### config.mk
export PLATFORM = sky130hd
export DESIGN_NAME = acalc_top
export DESIGN_NICKNAME = d
export VERILOG_FILES = /design/src/hw/acalc_pkg.sv /design/src/hw/acalc_top.sv
export VERILOG_INCLUDE_DIRS = /design/src /design/src/hw
export SDC_FILE = /design/constraint.sdc
export NUM_CORES = 1
export LEC_CHECK = 0
export BUFFER_PORTS_ARGS = -buffer_cell sky130_fd_sc_hd__buf_2
export CELL_PAD_IN_SITES_DETAIL_PLACEMENT = 1
export CELL_PAD_IN_SITES_GLOBAL_PLACEMENT = 2
export CORE_MARGIN = 3
export CORE_UTILIZATION = 31
export DETAILED_ROUTE_END_ITERATION = 7
export PLACE_DENSITY_LB_ADDON = 0.1
export SYNTH_ARGS = -nofsm -noshare
export SYNTH_HDL_FRONTEND = slang
export SYNTH_SLANG_ARGS = --single-unit
### constraint.sdc
create_clock -name clk -period 5.96 [get_ports clk]
set_clock_uncertainty 0.05 [all_clocks]
set_input_delay 0.298 -clock clk [delete_from_list [all_inputs] [get_ports clk]]
set_output_delay 0.298 -clock clk [all_outputs]
set_load 0.02 [all_outputs]
### src/hw/acalc_params.svh
// constants of the converter control block: offsets, fields, resets, timing
`ifndef ACALC_PARAMS_SVH
`define ACALC_PARAMS_SVH
// register byte offsets on the APB
`define ACALC_OFF_CFG 8'h00
`define ACALC_OFF_TCC 8'h04
`define ACALC_OFF_CIC 8'h08
`define ACALC_OFF_RESH 8'h0C
`define ACALC_OFF_RESL 8'h10
`define ACALC_OFF_CMPH 8'h14
`define ACALC_OFF_CMPL 8'h18
`define ACALC_OFF_PIN1 8'h1C
`define ACALC_OFF_PIN2 8'h20
// field positions
`define ACALC_CFG_LPC 7
`define ACALC_CFG_DIV_HI 6
`define ACALC_CFG_DIV_LO 5
`define ACALC_CFG_LSMP 4
`define ACALC_CFG_MODE_HI 3
`define ACALC_CFG_MODE_LO 2
`define ACALC_CFG_ICLK_HI 1
`define ACALC_CFG_ICLK_LO 0
`define ACALC_TCC_ACT 7
`define ACALC_TCC_TRG 6
`define ACALC_TCC_CFE 5
`define ACALC_TCC_CGT 4
`define ACALC_CIC_COMPLETION_FLAG 7
`define ACALC_CIC_COMPLETION_IRQ_ENABLE 6
`define ACALC_CIC_CONTINUOUS_SELECT 5
// encodings
`define ACALC_MODE_8 2'h0
`define ACALC_MODE_12 2'h1
`define ACALC_MODE_10 2'h2
`define ACALC_ICLK_BUS 2'h0
`define ACALC_ICLK_BUS2 2'h1
`define ACALC_ICLK_ASYNC 2'h3
// reset values
`define ACALC_RST_BYTE 8'h00
`define ACALC_RST_WORD 12'h000
// sampling length in half conversion-clock cycles (3.5 and 23.5 cycles)
`define ACALC_SAMP_SHORT_X2 6'h07
`define ACALC_SAMP_LONG_X2 6'h2F
`endif

### src/hw/acalc_pkg.sv
// types of the converter control block
package acalc_pkg;
    // conversion sequencer, gray coded along idle-sample-convert-done
    typedef enum logic [1:0] {
        ACALC_IDLE = 2'h0,
        ACALC_SAMPLE = 2'h1,
        ACALC_CONVERT = 2'h3,
        ACALC_DONE = 2'h2
    } acalc_state_e;

    // complete state of the block
    typedef struct packed {
        acalc_state_e st;
        logic [7:0] cfg;
        logic trg;
        logic cfe;
        logic cgt;
        logic [1:0] rsv;
        logic completion_flag;
        logic completion_irq_enable;
        logic continuous_select;
        logic [4:0] ch;
        logic [11:0] res;
        logic [11:0] cmp;
        logic [15:0] pinc;
        logic lock;
        logic [9:0] cnt;
        logic dstop_s1;
        logic dstop_s2;
        logic lstop_s1;
        logic lstop_s2;
        logic htrg_s1;
        logic htrg_s2;
        logic htrg_prev;
        logic pready;
        logic pslverr;
        logic [31:0] prdata;
        logic irq;
        logic active;
    } acalc_state_s;
endpackage : acalc_pkg

### src/hw/acalc_top.sv
// converter control: configuration, triggering, result guard and low power
`timescale 1ns/1ps
`default_nettype none
`include "acalc_params.svh"

module acalc_top
    import acalc_pkg::*;
(
    input wire logic clk,
    input wire logic reset,
    input wire logic psel,
    input wire logic penable,
    input wire logic pwrite,
    input wire logic [31:0] paddr,
    input wire logic [31:0] pwdata,
    output logic pready,
    output logic pslverr,
    output logic [31:0] prdata,
    input wire logic deepest_stop_a,
    input wire logic deepest_stop_b,
    input wire logic light_stop,
    input wire logic hw_trigger,
    input wire logic [11:0] sar_code,
    input wire logic above_high_ref,
    input wire logic below_low_ref,
    output logic completion_irq,
    output logic conversion_active,
    output logic [4:0] channel_sel,
    output logic [15:0] pin_analog_mode
);

    ////////////////////////////////////////////////////////////////////////////
    // state and helpers

    acalc_state_s r; // registered state
    acalc_state_s n; // next state
    logic [4:0] pdiv; // bus cycles per conversion clock
    logic [10:0] samp; // sample length in bus cycles
    logic [9:0] conv; // approximation length in bus cycles
    logic [3:0] nbits; // active resolution
    logic [11:0] full; // full-scale code
    logic [11:0] code; // clamped, justified code
    logic [11:0] diff; // result minus compare value
    logic hit; // compare condition met
    logic store; // completing conversion may transfer
    logic acc; // completing apb access
    logic wr_cic; // write to channel register this edge
    logic lstop_abort; // light stop without async clock
    logic quiet; // no abort source this cycle
    logic [31:0] rdat; // read mux
    logic known; // mapped address

    localparam acalc_state_s ACALC_RST = '0;

    ////////////////////////////////////////////////////////////////////////////
    // next state

    // one pass computes every field of the next state
    always_comb begin
        n = r;
        // pin inputs: two flops, the first read only by the second
        n.dstop_s1 = deepest_stop_a | deepest_stop_b;
        n.dstop_s2 = r.dstop_s1;
        n.lstop_s1 = light_stop;
        n.lstop_s2 = r.lstop_s1;
        n.htrg_s1 = hw_trigger;
        n.htrg_s2 = r.htrg_s1;
        n.htrg_prev = r.htrg_s2;

        // conversion clock: source divide times 2^div, 00 passes through
        pdiv = 5'h01 << r.cfg[`ACALC_CFG_DIV_HI:`ACALC_CFG_DIV_LO];
        if (r.cfg[`ACALC_CFG_ICLK_HI:`ACALC_CFG_ICLK_LO] == `ACALC_ICLK_BUS2) begin
            pdiv = {pdiv[3:0], 1'b0};
        end
        // sample length rounded up to whole bus cycles
        if (r.cfg[`ACALC_CFG_LSMP]) begin
            samp = 11'((`ACALC_SAMP_LONG_X2 * pdiv + 1) >> 1);
        end else begin
            samp = 11'((`ACALC_SAMP_SHORT_X2 * pdiv + 1) >> 1);
        end
        // resolution select
        case (r.cfg[`ACALC_CFG_MODE_HI:`ACALC_CFG_MODE_LO])
            `ACALC_MODE_12: nbits = 4'hC;
            `ACALC_MODE_10: nbits = 4'hA;
            default: nbits = 4'h8;
        endcase
        conv = 10'(nbits * pdiv);
        full = 12'hFFF >> (4'hC - nbits);

        // clamp at the references, justify to the width
        if (above_high_ref) begin
            code = full;
        end else if (below_low_ref) begin
            code = 12'h000;
        end else begin
            code = sar_code >> (4'hC - nbits);
        end
        diff = code - r.cmp;
        hit = r.cgt ? (code >= r.cmp) : (code < r.cmp);

        lstop_abort = r.lstop_s2 &&
            (r.cfg[`ACALC_CFG_ICLK_HI:`ACALC_CFG_ICLK_LO] != `ACALC_ICLK_ASYNC);
        // a result finishing under light stop is dropped with the abort
        store = (r.st == ACALC_DONE) && !r.lock && !lstop_abort && (!r.cfe || hit);
        // an access completes on the edge where pready already stands high
        acc = psel && penable && r.pready;
        wr_cic = acc && pwrite && (paddr[7:0] == `ACALC_OFF_CIC);
        quiet = !r.dstop_s2 && !lstop_abort && !wr_cic;

        // conversion sequencer
        case (r.st)
            ACALC_IDLE: begin
                // hardware trigger edge starts a conversion
                if (r.trg && r.htrg_s2 && !r.htrg_prev) begin
                    n.st = ACALC_SAMPLE;
                    n.cnt = 10'h000;
                end
            end
            ACALC_SAMPLE: begin
                // input tracked for the sample window
                n.cnt = r.cnt + 10'h001;
                // at or past the end, so a mid-window config write cannot overrun
                if ({1'b0, r.cnt} >= samp - 11'h001) begin
                    n.st = ACALC_CONVERT;
                    n.cnt = 10'h000;
                end
            end
            ACALC_CONVERT: begin
                // one conversion clock per bit
                n.cnt = r.cnt + 10'h001;
                // same guard against a shorter width chosen mid-conversion
                if (r.cnt >= conv - 10'h001) begin
                    n.st = ACALC_DONE;
                end
            end
            default: begin
                // repeat or stop after one
                n.cnt = 10'h000;
                n.st = r.continuous_select ? ACALC_SAMPLE : ACALC_IDLE;
            end
        endcase

        // light stop aborts unless the clock source is async, results untouched
        if (lstop_abort) begin
            n.st = ACALC_IDLE;
        end

        // apb: answer one cycle into the access phase
        n.pready = 1'b0;
        n.pslverr = 1'b0;
        known = 1'b1;
        rdat = 32'h0000_0000;
        if (paddr[7:0] == `ACALC_OFF_CFG) begin
            rdat[7:0] = r.cfg;
        end else if (paddr[7:0] == `ACALC_OFF_TCC) begin
            // middle bits read zero, low reserved bits read back
            rdat[7:0] = {r.st != ACALC_IDLE, r.trg, r.cfe, r.cgt, 2'h0, r.rsv};
        end else if (paddr[7:0] == `ACALC_OFF_CIC) begin
            rdat[7:0] = {r.completion_flag, r.completion_irq_enable, r.continuous_select, r.ch};
        end else if (paddr[7:0] == `ACALC_OFF_RESH) begin
            rdat[3:0] = r.res[11:8];
        end else if (paddr[7:0] == `ACALC_OFF_RESL) begin
            rdat[7:0] = r.res[7:0];
        end else if (paddr[7:0] == `ACALC_OFF_CMPH) begin
            rdat[3:0] = r.cmp[11:8];
        end else if (paddr[7:0] == `ACALC_OFF_CMPL) begin
            rdat[7:0] = r.cmp[7:0];
        end else if (paddr[7:0] == `ACALC_OFF_PIN1) begin
            rdat[7:0] = r.pinc[7:0];
        end else if (paddr[7:0] == `ACALC_OFF_PIN2) begin
            rdat[7:0] = r.pinc[15:8];
        end else begin
            known = 1'b0;
        end
        if (psel && penable && !r.pready) begin
            n.pready = 1'b1;
            n.pslverr = !known || (paddr[31:8] != 24'h000000) || (paddr[1:0] != 2'h0);
            n.prdata = pwrite ? 32'h0000_0000 : rdat;
        end

        // effects land on the edge that completes the access
        // a refused write leaves every register as it was
        if (acc && pwrite && !r.pslverr) begin
            if (paddr[7:0] == `ACALC_OFF_CFG) begin
                n.cfg = pwdata[7:0];
            end else if (paddr[7:0] == `ACALC_OFF_TCC) begin
                n.trg = pwdata[`ACALC_TCC_TRG];
                n.cfe = pwdata[`ACALC_TCC_CFE];
                n.cgt = pwdata[`ACALC_TCC_CGT];
                n.rsv = pwdata[1:0];
            end else if (paddr[7:0] == `ACALC_OFF_CIC) begin
                // write clears the flag and, in software mode, starts
                n.completion_irq_enable = pwdata[`ACALC_CIC_COMPLETION_IRQ_ENABLE];
                n.continuous_select = pwdata[`ACALC_CIC_CONTINUOUS_SELECT];
                n.ch = pwdata[4:0];
                n.completion_flag = 1'b0;
                n.cnt = 10'h000;
                n.st = r.trg ? ACALC_IDLE : ACALC_SAMPLE;
            end else if (paddr[7:0] == `ACALC_OFF_CMPH) begin
                n.cmp[11:8] = pwdata[3:0];
            end else if (paddr[7:0] == `ACALC_OFF_CMPL) begin
                n.cmp[7:0] = pwdata[7:0];
            end else if (paddr[7:0] == `ACALC_OFF_PIN1) begin
                n.pinc[7:0] = pwdata[7:0];
            end else if (paddr[7:0] == `ACALC_OFF_PIN2) begin
                n.pinc[15:8] = pwdata[7:0];
            end
        end
        // high read locks the pair, low read releases it and clears the flag
        if (acc && !pwrite && paddr[7:0] == `ACALC_OFF_RESH) begin
            n.lock = 1'b1;
        end
        if (acc && !pwrite && paddr[7:0] == `ACALC_OFF_RESL) begin
            n.lock = 1'b0;
            n.completion_flag = 1'b0;
        end

        // completion sets after any clear, so a same-cycle event wins
        if (store) begin
            n.completion_flag = 1'b1;
            n.res = r.cfe ? diff : code;
        end

        n.active = (n.st != ACALC_IDLE);
        n.irq = n.completion_flag && n.completion_irq_enable;

        // deepest stop: everything back to reset, pin syncs kept
        if (r.dstop_s2) begin
            n = ACALC_RST;
            // first flop follows the pins alone, so the exit is seen
            n.dstop_s1 = deepest_stop_a | deepest_stop_b;
            n.dstop_s2 = r.dstop_s1;
            n.lstop_s1 = light_stop;
            n.lstop_s2 = r.lstop_s1;
            n.htrg_s1 = hw_trigger;
            n.htrg_s2 = r.htrg_s1;
        end
    end

    ////////////////////////////////////////////////////////////////////////////
    // state register

    // single register stage for all state
    always_ff @(posedge clk or posedge reset) begin
        if (reset) begin
            r <= ACALC_RST;
        end else begin
            r <= n;
        end
    end

    // outputs straight from flops
    assign pready = r.pready;
    assign pslverr = r.pslverr;
    assign prdata = r.prdata;
    assign completion_irq = r.irq;
    assign conversion_active = r.active;
    assign channel_sel = r.ch;
    assign pin_analog_mode = r.pinc;
endmodule : acalc_top
`default_nettype wire

# After elaboration in Yosys (flattened, before gate mapping)
# Index checks and enable logic that the tools add are counted.
totals:
  register_bits: 117
  input_bits: 87
  output_inout_bits: 57
op_classes:
  add_sub_neg: 7
  n_mul: 3
  magnitude_cmp: 4
  n_eq_ne: 21
  shift: 3
  n_mux: 69
  n_bitwise: 1
  n_reduce_logical: 50
ops:
  columns: ["cell", "count"]
  rows:
  - ["2-to-1 mux 8 bit", 15]
  - ["2-to-1 mux 117 bit", 1]
  - ["2-to-1 mux 28 bit", 4]
  - ["2-to-1 mux 10 bit", 6]
  - ["2-to-1 mux 12 bit", 4]
  - ["2-to-1 mux 34 bit", 1]
  - ["== test 8 x 5 -> 1 bit, second input constant", 4]
  - ["case mux 10 bit (3 select lines)", 1]
  - ["nonzero test 2 bit", 13]
  - ["2-to-1 mux 24 bit", 1]
  - ["nonzero test 24 bit", 1]
  - ["2-to-1 mux 23 bit", 1]
  - ["2-to-1 mux 4 bit", 5]
  - ["== test 8 x 4 -> 1 bit, second input constant", 2]
  - ["2-to-1 mux 1 bit", 16]
  - ["2-to-1 mux 16 bit", 1]
  - ["logical AND 1 bit", 15]
  - ["2-to-1 mux 2 bit", 7]
  - ["inequality test 2 bit, second input constant", 7]
  - ["2-to-1 mux 13 bit", 1]
  - ["adder 11 x 1 -> 12 bit, second input constant", 1]
  - [">= comparator 12 bit", 1]
  - ["< comparator 12 bit", 1]
  - [">> shifter 12 x 4 -> 12 bit", 1]
  - ["other kinds (34)", 48]

# Longest topological paths before layout
# Gate-level depths: netlist of the first run.
depth:
  depth_word: 18
  mapped_depth: 28

# Worst setup path after synthesis of the first run
# Ideal clock, no wire load.
synth_timing:
  kind: "register -> register"
  from: "register r[108] (netlist name)"
  to: "register r[46] (netlist name)"
  t_arrival_ps: 6291
  setup_slack_ps: -463
  path_stages_with_launch: 25
  path_cell_list: "dfrtp_1 nor2b_1 nand2_1 o21ai_0 inv_1 fa_1 inv_1 ha_1 fa_1 ha_1 o21a_1 a21oi_1 o31ai_1 a21boi_0 xor2_1 a21oi_1 nor3_1 a21oi_1 ha_1 o2111a_1 a221o_2 o211a_1 a21oi_2 or2b_1 a31oi_1"
synth_rtl:
  columns: ["element", "line", "source"]
  rows:
  - ["start: declaration", "acalc_top.sv:35", "acalc_state_s r;"]
  - ["start signal: assignment", "acalc_top.sv:248", "r <= n;"]

==> run metrics, run 1 <==
status=finished, final reports clean; GRT Util Overall=17.9%; post-route antenna net violation count=0; Data arrival, critical path=5.92 ns; die area=0.0284 mm2; Comb pwr share=13.2%; final setup violating endpoints=0; sequential area share after synthesis=28.4%; CP max stage cell=fa_1; initial drt markers=307; clock share of power=42.7%; Initial Util=32.0%; Core Util, Final=36.3%; placed insts=1351; TritonCTS clock tree=yes; clock root buffer master=clkbuf_16; Tcrit/Tclk final=95.6%; Detailed Place HPWL=20100 um; Final Cell Area=0.00928 mm2; sequential share of power=44.1%; PwrDens=160 mW/mm2; post-synthesis register bit count=93; Port Buf Inserts=95; Net Sw Frac=27.1%; maximum clock rate=176 MHz; Vias/cell=5.08; IO Count=144; post-synthesis cell count=964; global-route wire length before repair=40400 um; CP Capture Type=flip-flop; die extent in x=168 um; CP most frequent cell=ha_1; Post-Syn Area=0.00818 mm2; max-cap violations=0; Crit path largest cell delay=0.53 ns; CP Data Required Time=6.18 ns; Period minus WS final=5.70 ns; Pwr Total=1.48 mW; share of layout cells above drive strength 1=18.1%; Ant. Diodes=0; fill count=3090; Post-synth ARST share=100%; fin nets=1222; yosys warns=0; Critical Path, Cell by Cell=nor2b_4, xnor2_1, nor2b_2, inv_1, fa_1, fa_1, inv_1, ha_1, ha_1, o21ai_2, o21a_2, or3_4, nand3_2, or3b_4, nor2_2, xnor2_1, ha_1, o2111a_1, a221o_2, o211a_1, a21oi_2, or2b_1, a31oi_1; Core Rows=58; Vias=6966; Final Hold Viols=0; pre-CTS WS=-0.0474 ns; Synth cell types=68; Mean Syn Cell Area=8.49 um2; RD Place Congestion=0.792; Die Y-Extent=168 um; Area Overhead vs Synth=13.4%; number of global-route vias before repair=7138; CP Max Fanout=5; DRT Pass-1 Iters=4; Clock transition at path regs=0.07 ns; DRC=0; grt ovf=0; Final Non-Filler Cells=1370; worst-margin pin slew=1.23 ns; CP Launch Type=flip-flop; peak supply drop=127 uV; largest net degree at the start of global routing=68; CTS H-tree lvls=3; TritonCTS buffer count=9; Worst-Skew Late Latency=0.35 ns; Setup WS post-layout=0.264 ns; clock tree buffer depth=2; routed wire length per instance=18.6 um; Core ar.=0.0255 mm2; initial antenna violation count=0; Crit Path Class=reg -> reg; wirelength, routed=25400 um; dominant synthesized flop cell=dfrtp_1; worst hold path type=in -> reg; Clock Sinks=93; Int Pwr=1.08 mW; register area=0.00233 mm2; Switching Power=401 uW; area of the multi-input gates=0.00524 mm2; Placement Cell Area=0.00884 mm2; Leak=4.47 nW; Post-synth EDFFs=0; Slew HR=18.1%; max-slew violation count=0
==> routing by layer <==
| layer | global-route usage (%) | part of all wire (%) |
|---|---|---|
| met2 | 28.6 | 46 |
| met1 | 26.5 | 51 |
| met4 | 2.60 | 0.67 |
| met3 | 2.03 | 2.7 |
| met5 | 0 | 0 |
==> synth_stat cells (all sizes together), types with 5 or more instances <==
cell / number / share of area (%)
xor2: 12 / 1.3
or3: 6 / 0.46
clkbuf: 29 / 1.3
fa: 15 / 3.7
a211oi: 16 / 1.5
xnor2: 19 / 2.0
mux2i: 36 / 4.4
a31oi: 17 / 1.3
ha: 85 / 13
a21o: 17 / 1.6
nor2b: 7 / 0.54
nor4: 8 / 0.61
a222oi: 5 / 0.61
nand4: 5 / 0.38
dfrtp: 93 / 28
inv: 65 / 3.0
nor3: 19 / 1.2
o22ai: 5 / 0.38
a21oi: 72 / 4.4
o21ai: 59 / 3.6
nand2b: 17 / 1.3
nand2: 82 / 3.8
and2: 6 / 0.47
mux2: 7 / 0.96
o21bai: 5 / 0.46
and3: 8 / 0.63
a22o: 8 / 0.86
o21a: 9 / 0.83
nand3: 20 / 1.3
nor2: 97 / 4.4
buf: 62 / 5.5
==> per-stage QoR <==
stage | setup TNS, ns | hold slack (ns)
4_1_cts | 0 | 0.0466
3_5_place_dp | -0.0708 | 0.250
6_report | 0 | 0.0454
5_1_grt | -0.00215 | 0.0331
2_1_floorplan | 0 | 0.279
3_3_place_gp | 0 | 0.250
==> worst paths after layout <==
check | from | endpoint | slack (ns) | cells past startpoint
hold reg to reg | r[42]$_DFF_PP0_ | r[41]$_DFF_PP0_ | 0.31 | 0
setup / recovery | r[108]$_DFFE_PP0P_ | r[46]$_DFF_PP0_ | 0.26 | 23
min in group asynchronous | reset | r[37]$_DFF_PP0_ | 0.42 | 3
max in group asynchronous | reset | r[87]$_DFFE_PP0P_ | 4.19 | 4
setup reg to reg | r[108]$_DFFE_PP0P_ | r[46]$_DFF_PP0_ | 0.26 | 23
hold / removal | light_stop | r[40]$_DFF_PP0_ | 0.05 | 1
==> power groups by stage <==
stage / logic (mW) / clock network (mW) / registers [mW]
after detailed placement: 0.197 / 0 / 0.665
after global routing: 0.220 / 0.677 / 0.655
after floorplan: 0.145 / 0 / 0.663
after CTS: 0.199 / 0.655 / 0.653
after global placement: 0.196 / 0 / 0.665
final: 0.196 / 0.632 / 0.653
==> layout by cell type, fill, tap and decap left out, drive strengths merged, types with 9 or more instances in the layout <==
| master | n |
|---|---|
| a31oi | 17 |
| nand2b | 17 |
| clkbuf | 10 |
| nand3 | 20 |
| dfrtp | 93 |
| buf | 126 |
| fa | 15 |
| conb | 24 |
| a211oi | 16 |
| inv | 67 |
| o21ai | 59 |
| nor2 | 97 |
| ha | 85 |
| a21o | 17 |
| xor2 | 12 |
| o21a | 9 |
| xnor2 | 19 |
| mux2i | 36 |
| nand2 | 82 |
| a21oi | 72 |
| nor3 | 19 |
==> layout make-up <==
cell class	count	share of cell area, %
clock buffer	10	2.47
clock inverter	6	0.998
inverter	65	2.66
multi-input combinational	738	56.5
sequential	93	25.1
tap	330	4.45
timing repair buffer	128	7.89
==> repair_timing <==
action	CTS	global route
gates cloned	0	0
resized for setup	1	24
endpoints found under the setup margin	6	11
hold buffers	2	0
pin swaps	0	6
buffers inserted	0	1
endpoints found under the hold margin	27	0
==> critical path: cells and delay by family (launching register included) <==
family / cells / cell delay [ns]
AO/OA/AOI/OAI: 7 / 1.38
XOR/XNOR: 2 / 0.23
adder cells (fa/ha/maj): 5 / 1.90
buffers and inverters: 2 / 0.12
flip-flops: 1 / 0.41
AND/OR/NAND/NOR: 7 / 1.52
==> cell families after synthesis <==
| family | Yosys count | synth area share, % |
|---|---|---|
| and+or+nand+nor | 288 | 16.3 |
| AOI/OAI and AO/OA | 252 | 20.1 |
| buffers and inverters | 156 | 9.79 |
| adders and majority gates | 100 | 16.7 |
| DFF | 93 | 28.4 |
| muxes | 43 | 5.37 |
| xor gates and xnor gates | 31 | 3.32 |
| other | 1 | 0.0458 |
==> sequential cells by signal, summed over array words and instances, names as in the netlist <==
signal / count
channel_sel: 5
completion_irq: 1
conversion_active: 1
pin_analog_mode: 16
prdata: 8
pready: 1
pslverr: 1
r: 60
Power figures use the tool's default switching activity.
==> run 2: changes to the inputs <==
--- a/config.mk
+++ b/config.mk
@@ -6,11 +6,12 @@
 export SDC_FILE = /design/constraint.sdc
 export NUM_CORES = 1
 export LEC_CHECK = 0
+export ABC_AREA = 1
 export BUFFER_PORTS_ARGS = -buffer_cell sky130_fd_sc_hd__buf_2
 export CELL_PAD_IN_SITES_DETAIL_PLACEMENT = 1
 export CELL_PAD_IN_SITES_GLOBAL_PLACEMENT = 2
 export CORE_MARGIN = 3
-export CORE_UTILIZATION = 31
+export CORE_UTILIZATION = 30
 export DETAILED_ROUTE_END_ITERATION = 7
 export PLACE_DENSITY_LB_ADDON = 0.1
 export SYNTH_ARGS = -nofsm -noshare
==> run 2 against run 1 <==
Effect of this change: setup slack gained 0.30 ns; combinational power grew 7%; final cell count grew 17%; register-to-register slack gained 0.30 ns; synthesized area grew 4.9%; die area grew 8.1%; sequential cell count is the same; routed wire length grew 17%; critical endpoint is now r[49]$_DFF_PP0_.
==> run metrics, run 2 <==
status=finished, final reports clean; Period minus WS final=5.39 ns; Post-synth EDFFs=0; worst-margin pin slew=0.978 ns; Post-synth ARST share=100%; RSZ-0062 raised after global routing=false; grt ovf=0; peak supply drop=133 uV; PwrDens=154 mW/mm2; Vias/cell=4.85; DRT Pass-1 Iters=4; crit path from=r[112]$_DFFE_PP0P_; post-synthesis cell count=1153; fin nets=1411; maximum clock rate=185 MHz; RD Place Congestion=0.805; post-route antenna net violation count=0; routed wire length per instance=18.5 um; Post-CTS Resized=0; commonest non-fill, non-tap cell in the layout=nand2_1; max reg flops=60; Leak=4.80 nW; CP max stage cell=fa_1; Placement Cell Area=0.00925 mm2; Vias=7787; largest net degree at the start of global routing=52; Yosys top cell area share=27.1%; WHS=0.00291 ns; Final Hold Viols=0; Pwr Total=1.48 mW; Tcrit/Tclk final=90.5%; DRC=0; Core ar.=0.0280 mm2; Ant. Diodes=0; Synth cell types=56; GRT Util Overall=19.5%; Core Rows=61; Data arrival, critical path=5.61 ns; hold buffers post-CTS=0; wirelength, routed=29700 um; synth top area cells=dfrtp_1, ha_1, nand2_1, inv_1, o21ai_0; clock root buffer master=clkbuf_16; Post-Syn Area=0.00858 mm2; Detailed Place HPWL=24600 um; die area=0.0307 mm2; CP Max Fanout=10; CP Launch Type=flip-flop; yosys warns=0; Initial Util=30.6%; initial drt markers=276; postcts setup bufs=0; CP most frequent cell=nand2_1; post-synthesis register bit count=93; setup TNS=0 ns; dominant synthesized flop cell=dfrtp_1; Largest Register=r; Clock Sinks=93; initial antenna violation count=0; sequential area share after synthesis=27.1%; reg2reg start=r[112]$_DFFE_PP0P_; TritonCTS clock tree=yes; TritonCTS buffer count=9; IO Count=144; clock tree buffer depth=2; commonest cells after routing, fill and taps aside=nand2_1, inv_1, buf_2; final setup violating endpoints=0; number of global-route vias before repair=8194; global-route wire length before repair=46800 um; Mean Syn Cell Area=7.44 um2; top-count cell post-synth=nand2_1; CP Data Required Time=6.18 ns; share of layout cells above drive strength 1=16.9%; Area Overhead vs Synth=12.0%; Die Y-Extent=175 um; worst hold path type=in -> async; Slew HR=34.6%; Port Buf Inserts=95; Synth area leader=dfrtp_1; Crit Path Class=reg -> reg; CTS H-tree lvls=3; Core Util, Final=34.3%; CP Capture Type=flip-flop; Clock transition at path regs=0.07 ns; top post-synthesis cells by count=nand2_1, inv_1, dfrtp_1; Final Cell Area=0.00961 mm2; Worst-Skew Late Latency=0.35 ns; Crit path largest cell delay=0.49 ns; max-cap violations=0; die extent in x=175 um; max-slew violation count=0
run 2: worst paths after layout:
kind                                         to  slack (ns)  cells after the start
worst max-delay path            r[49]$_DFF_PP0_        0.57                     30
worst min-delay path            r[41]$_DFF_PP0_       0.003                      2
worst max register to register  r[49]$_DFF_PP0_        0.57                     30
worst min register to register  r[41]$_DFF_PP0_        0.30                      0
max in group asynchronous       r[40]$_DFF_PP0_        4.76                      3
min in group clk                r[38]$_DFF_PP0_        0.02                      1
run 2: area by class of cell:
class                   instances  area [um2]
clock buffers                  12         256
clock inverters                 4        53.8
fillers                      3547       18400
inverters                     178         671
multi-input cells             835        5250
flip-flops and latches         93        2330
well taps                     378         473
repair buffers                107         578
run 2: where the power goes:
part	total (mW)	internal, mW	switching (mW)
Clock	0.612	0.351	0.261
Combinational	0.209	0.0624	0.147
Sequential	0.655	0.645	0.0109
Total	1.48	1.06	0.419
run 2: kinds of logic (layout without fill, tap and decap cells):
logic type	Yosys count	in the layout	synth area share, %
other	1	24	0.0437
DFF	93	93	27.1
buffers and inverters	248	301	13.4
xor gates and xnor gates	13	13	1.33
and+or+nand+nor	455	455	25.8
AOI/OAI and AO/OA	243	243	16.5
adders and majority gates	100	100	15.9
run 2: routing by layer:
| metal | GRT usage, % | wire, um | vias to the layer above |
|---|---|---|---|
| li1 | - | - | 3883 |
| met1 | 23.7 | 13100 | 3790 |
| met2 | 36.5 | 15500 | 89 |
| met3 | 1.83 | 495 | 25 |
| met4 | 4.99 | 641 | 0 |
| met5 | 0 | 0 | - |
run 2: worst max-delay path: cells and delay by family (launching register included):
kind	cells	cell delay, ns
DFF	1	0.40
and+or+nand+nor	15	1.45
xor gates and xnor gates	1	0.16
buffers and inverters	5	0.59
adders and majority gates	5	1.93
AOI/OAI and AO/OA	4	0.71
run 2: per-stage QoR:
step	instances	worst slack, ns
after floorplan	1176	0.261
after global placement	1591	0.387
after detailed placement	1591	0.269
after CTS	1607	0.262
after global routing	1607	0.0277
final	1607	0.569
==> run 3: changes to the inputs <==
--- a/config.mk
+++ b/config.mk
@@ -11,7 +11,7 @@
 export CELL_PAD_IN_SITES_DETAIL_PLACEMENT = 1
 export CELL_PAD_IN_SITES_GLOBAL_PLACEMENT = 2
 export CORE_MARGIN = 3
-export CORE_UTILIZATION = 30
+export CORE_UTILIZATION = 33
 export DETAILED_ROUTE_END_ITERATION = 7
 export PLACE_DENSITY_LB_ADDON = 0.1
 export SYNTH_ARGS = -nofsm -noshare
==> constraint.sdc (replaced) <==
create_clock -name clk -period 5.3 [get_ports clk]
set_clock_uncertainty 0.05 [all_clocks]
set_input_delay 0.265 -clock clk [delete_from_list [all_inputs] [get_ports clk]]
set_output_delay 0.265 -clock clk [all_outputs]
set_load 0.02 [all_outputs]
==> run 3 against run 2 <==
Effect of this change: sequential power up 13%; global-route usage up 0.47 points; via count up 1.6%; routed wire length down 5.7%; final area up 3.8%; sequential share of layout area down 0.87 points; critical endpoint is now r[50]$_DFF_PP0_; highest routed layer unchanged.
==> run metrics, run 3 (synthesis gave the netlist of run 2 again) <==
Port Buf Inserts=95; Largest Register=r; maximum clock rate=196 MHz; CTS H-tree lvls=3; worst-margin pin slew=0.838 ns; peak supply drop=198 uV; placed insts=1561; status=finished, final reports clean; number of global-route vias before repair=8237; DRC=0; Crit Path Class=reg -> reg; Detailed Place HPWL=22600 um; clock tree buffer depth=2; setup TNS=0 ns; Worst Hold End=r[42]$_DFF_PP0_; Clock Sinks=93; worst hold path type=in -> reg; Data arrival, critical path=5.34 ns; r2r worst-path depth=26; CP Launch Type=flip-flop; R2R Path End=r[50]$_DFF_PP0_; commonest non-fill, non-tap cell in the layout=nand2_1; Final Hold Viols=0; Placement Cell Area=0.00933 mm2; Period minus WS final=5.11 ns; commonest cells after routing, fill and taps aside=nand2_1, inv_1, buf_2; Vias=7913; reg2reg start=r[108]$_DFFE_PP0P_; Die Y-Extent=167 um; die extent in x=167 um; met2 GRT Util=36.8%; final setup violating endpoints=0; CP Data Required Time=5.53 ns; RSZ-0062 raised after global routing=true; wirelength, routed=28000 um; share of layout cells above drive strength 1=22.0%; Final Cell Area=0.00997 mm2; initial antenna violation count=0; IO Count=144; fin nets=1439; Core ar.=0.0254 mm2; TritonCTS clock tree=yes; reg2reg setup slack=0.19 ns; CP Capture Type=flip-flop; initial drt markers=287; clock root buffer master=clkbuf_16; Slew HR=44.1%; max-cap violations=0; global-route wire length before repair=44800 um; Worst-Skew Late Latency=0.35 ns; GRT Util Overall=19.9%; Area Overhead vs Synth=16.2%; largest net degree at the start of global routing=63; RD Place Congestion=0.846; Hold Crit Depth=2; met3 Track Usage GR=1.98%; grt ovf=0; Initial Util=33.8%; met1 Usage GRT=25.2%; max-slew violation count=0; area of the multi-input gates=0.00547 mm2; DRT Pass-1 Iters=5; worst hold start=deepest_stop_a; post-route antenna net violation count=0; routed wire length per instance=17.7 um; Clock transition at path regs=0.08 ns; die area=0.0280 mm2; Final Non-Filler Cells=1587; register area=0.00233 mm2; max reg flops=60; Core Util, Final=39.3%; Leak=4.92 nW; Tcrit/Tclk final=96.4%; fill count=3226; CP Max Fanout=6; Vias/cell=4.99; TritonCTS buffer count=9; layer with the highest usage=met2; PwrDens=162 mW/mm2; Ant. Diodes=0; Core Rows=58
-- run 3: timing repair --
action                                  in CTS  in global routing
endpoints found under the setup margin      12                 12
hold endpoints to repair                    33                  0
resized for setup                           13                 52
buffers inserted                             2                  4
hold buffers                                 3                  0
pin swaps                                   11                 34
gates cloned                                 1                  0
-- run 3: worst max-delay path by stage --
stage                       startpoint                           to  slack (ns)  cells past startpoint
detailed placement  r[108]$_DFFE_PP0P_              r[50]$_DFF_PP0_       -0.18                     29
finish              r[108]$_DFFE_PP0P_              r[50]$_DFF_PP0_        0.19                     26
CTS                 r[107]$_DFFE_PP0P_  conversion_active$_DFF_PP0_      0.0003                     30
floorplan           r[113]$_DFFE_PP0P_              r[43]$_DFF_PP0_        0.03                     28
global route        r[113]$_DFFE_PP0P_              r[50]$_DFF_PP0_       -0.10                     25
global placement    r[108]$_DFFE_PP0P_              r[46]$_DFF_PP0_       -0.02                     29
-- run 3: critical path: stages, from the launching register on --
cell	delay [ns]
dfrtp_1	0.41
nor2_4	0.16
inv_4	0.08
o21ai_2	0.09
o21ai_4	0.09
buf_6	0.15
fa_1	0.55
inv_2	0.05
fa_1	0.54
ha_4	0.24
nand3b_1	0.20
nand3_4	0.10
nand2_4	0.07
nor3_4	0.18
nand3_2	0.11
inv_2	0.05
nand2_1	0.05
or2_1	0.25
nor2_2	0.12
xor2_1	0.16
ha_1	0.28
buf_6	0.13
a221oi_4	0.31
o311ai_4	0.21
nand3_4	0.19
nand2_2	0.07
a21oi_2	0.13
-- run 3: power by group --
group	total, mW	internal (mW)	switching, mW
Sequential	0.739	0.725	0.0147
Combinational	0.231	0.0713	0.160
Clock	0.647	0.330	0.317
-- run 3: routing by layer --
metal,up-vias,wire [um]
li1,3941,-
met1,3844,12300
met2,101,14700
met3,27,581
met4,0,436
met5,-,0
-- run 3: final cells by class --
cell class,instances,share of cell area (%)
clock buffer,9,2.26
clock inverter,7,0.690
sequential,93,23.3
timing repair buffer,134,7.93
tap,330,4.14
multi-input combinational,836,54.9
inverter,178,6.75
-- run 3: per-stage QoR --
| step | hold slack (ns) | worst slack, ns | total power, mW |
|---|---|---|---|
| floorplan | 0.246 | 0.0303 | 0.921 |
| global placement | 0.256 | -0.0207 | 0.982 |
| detailed placement | 0.263 | -0.178 | 0.985 |
| CTS | 0.0306 | 0.000260 | 1.64 |
| global route | 0.0394 | -0.103 | 1.70 |
| finish | 0.0418 | 0.192 | 1.62 |
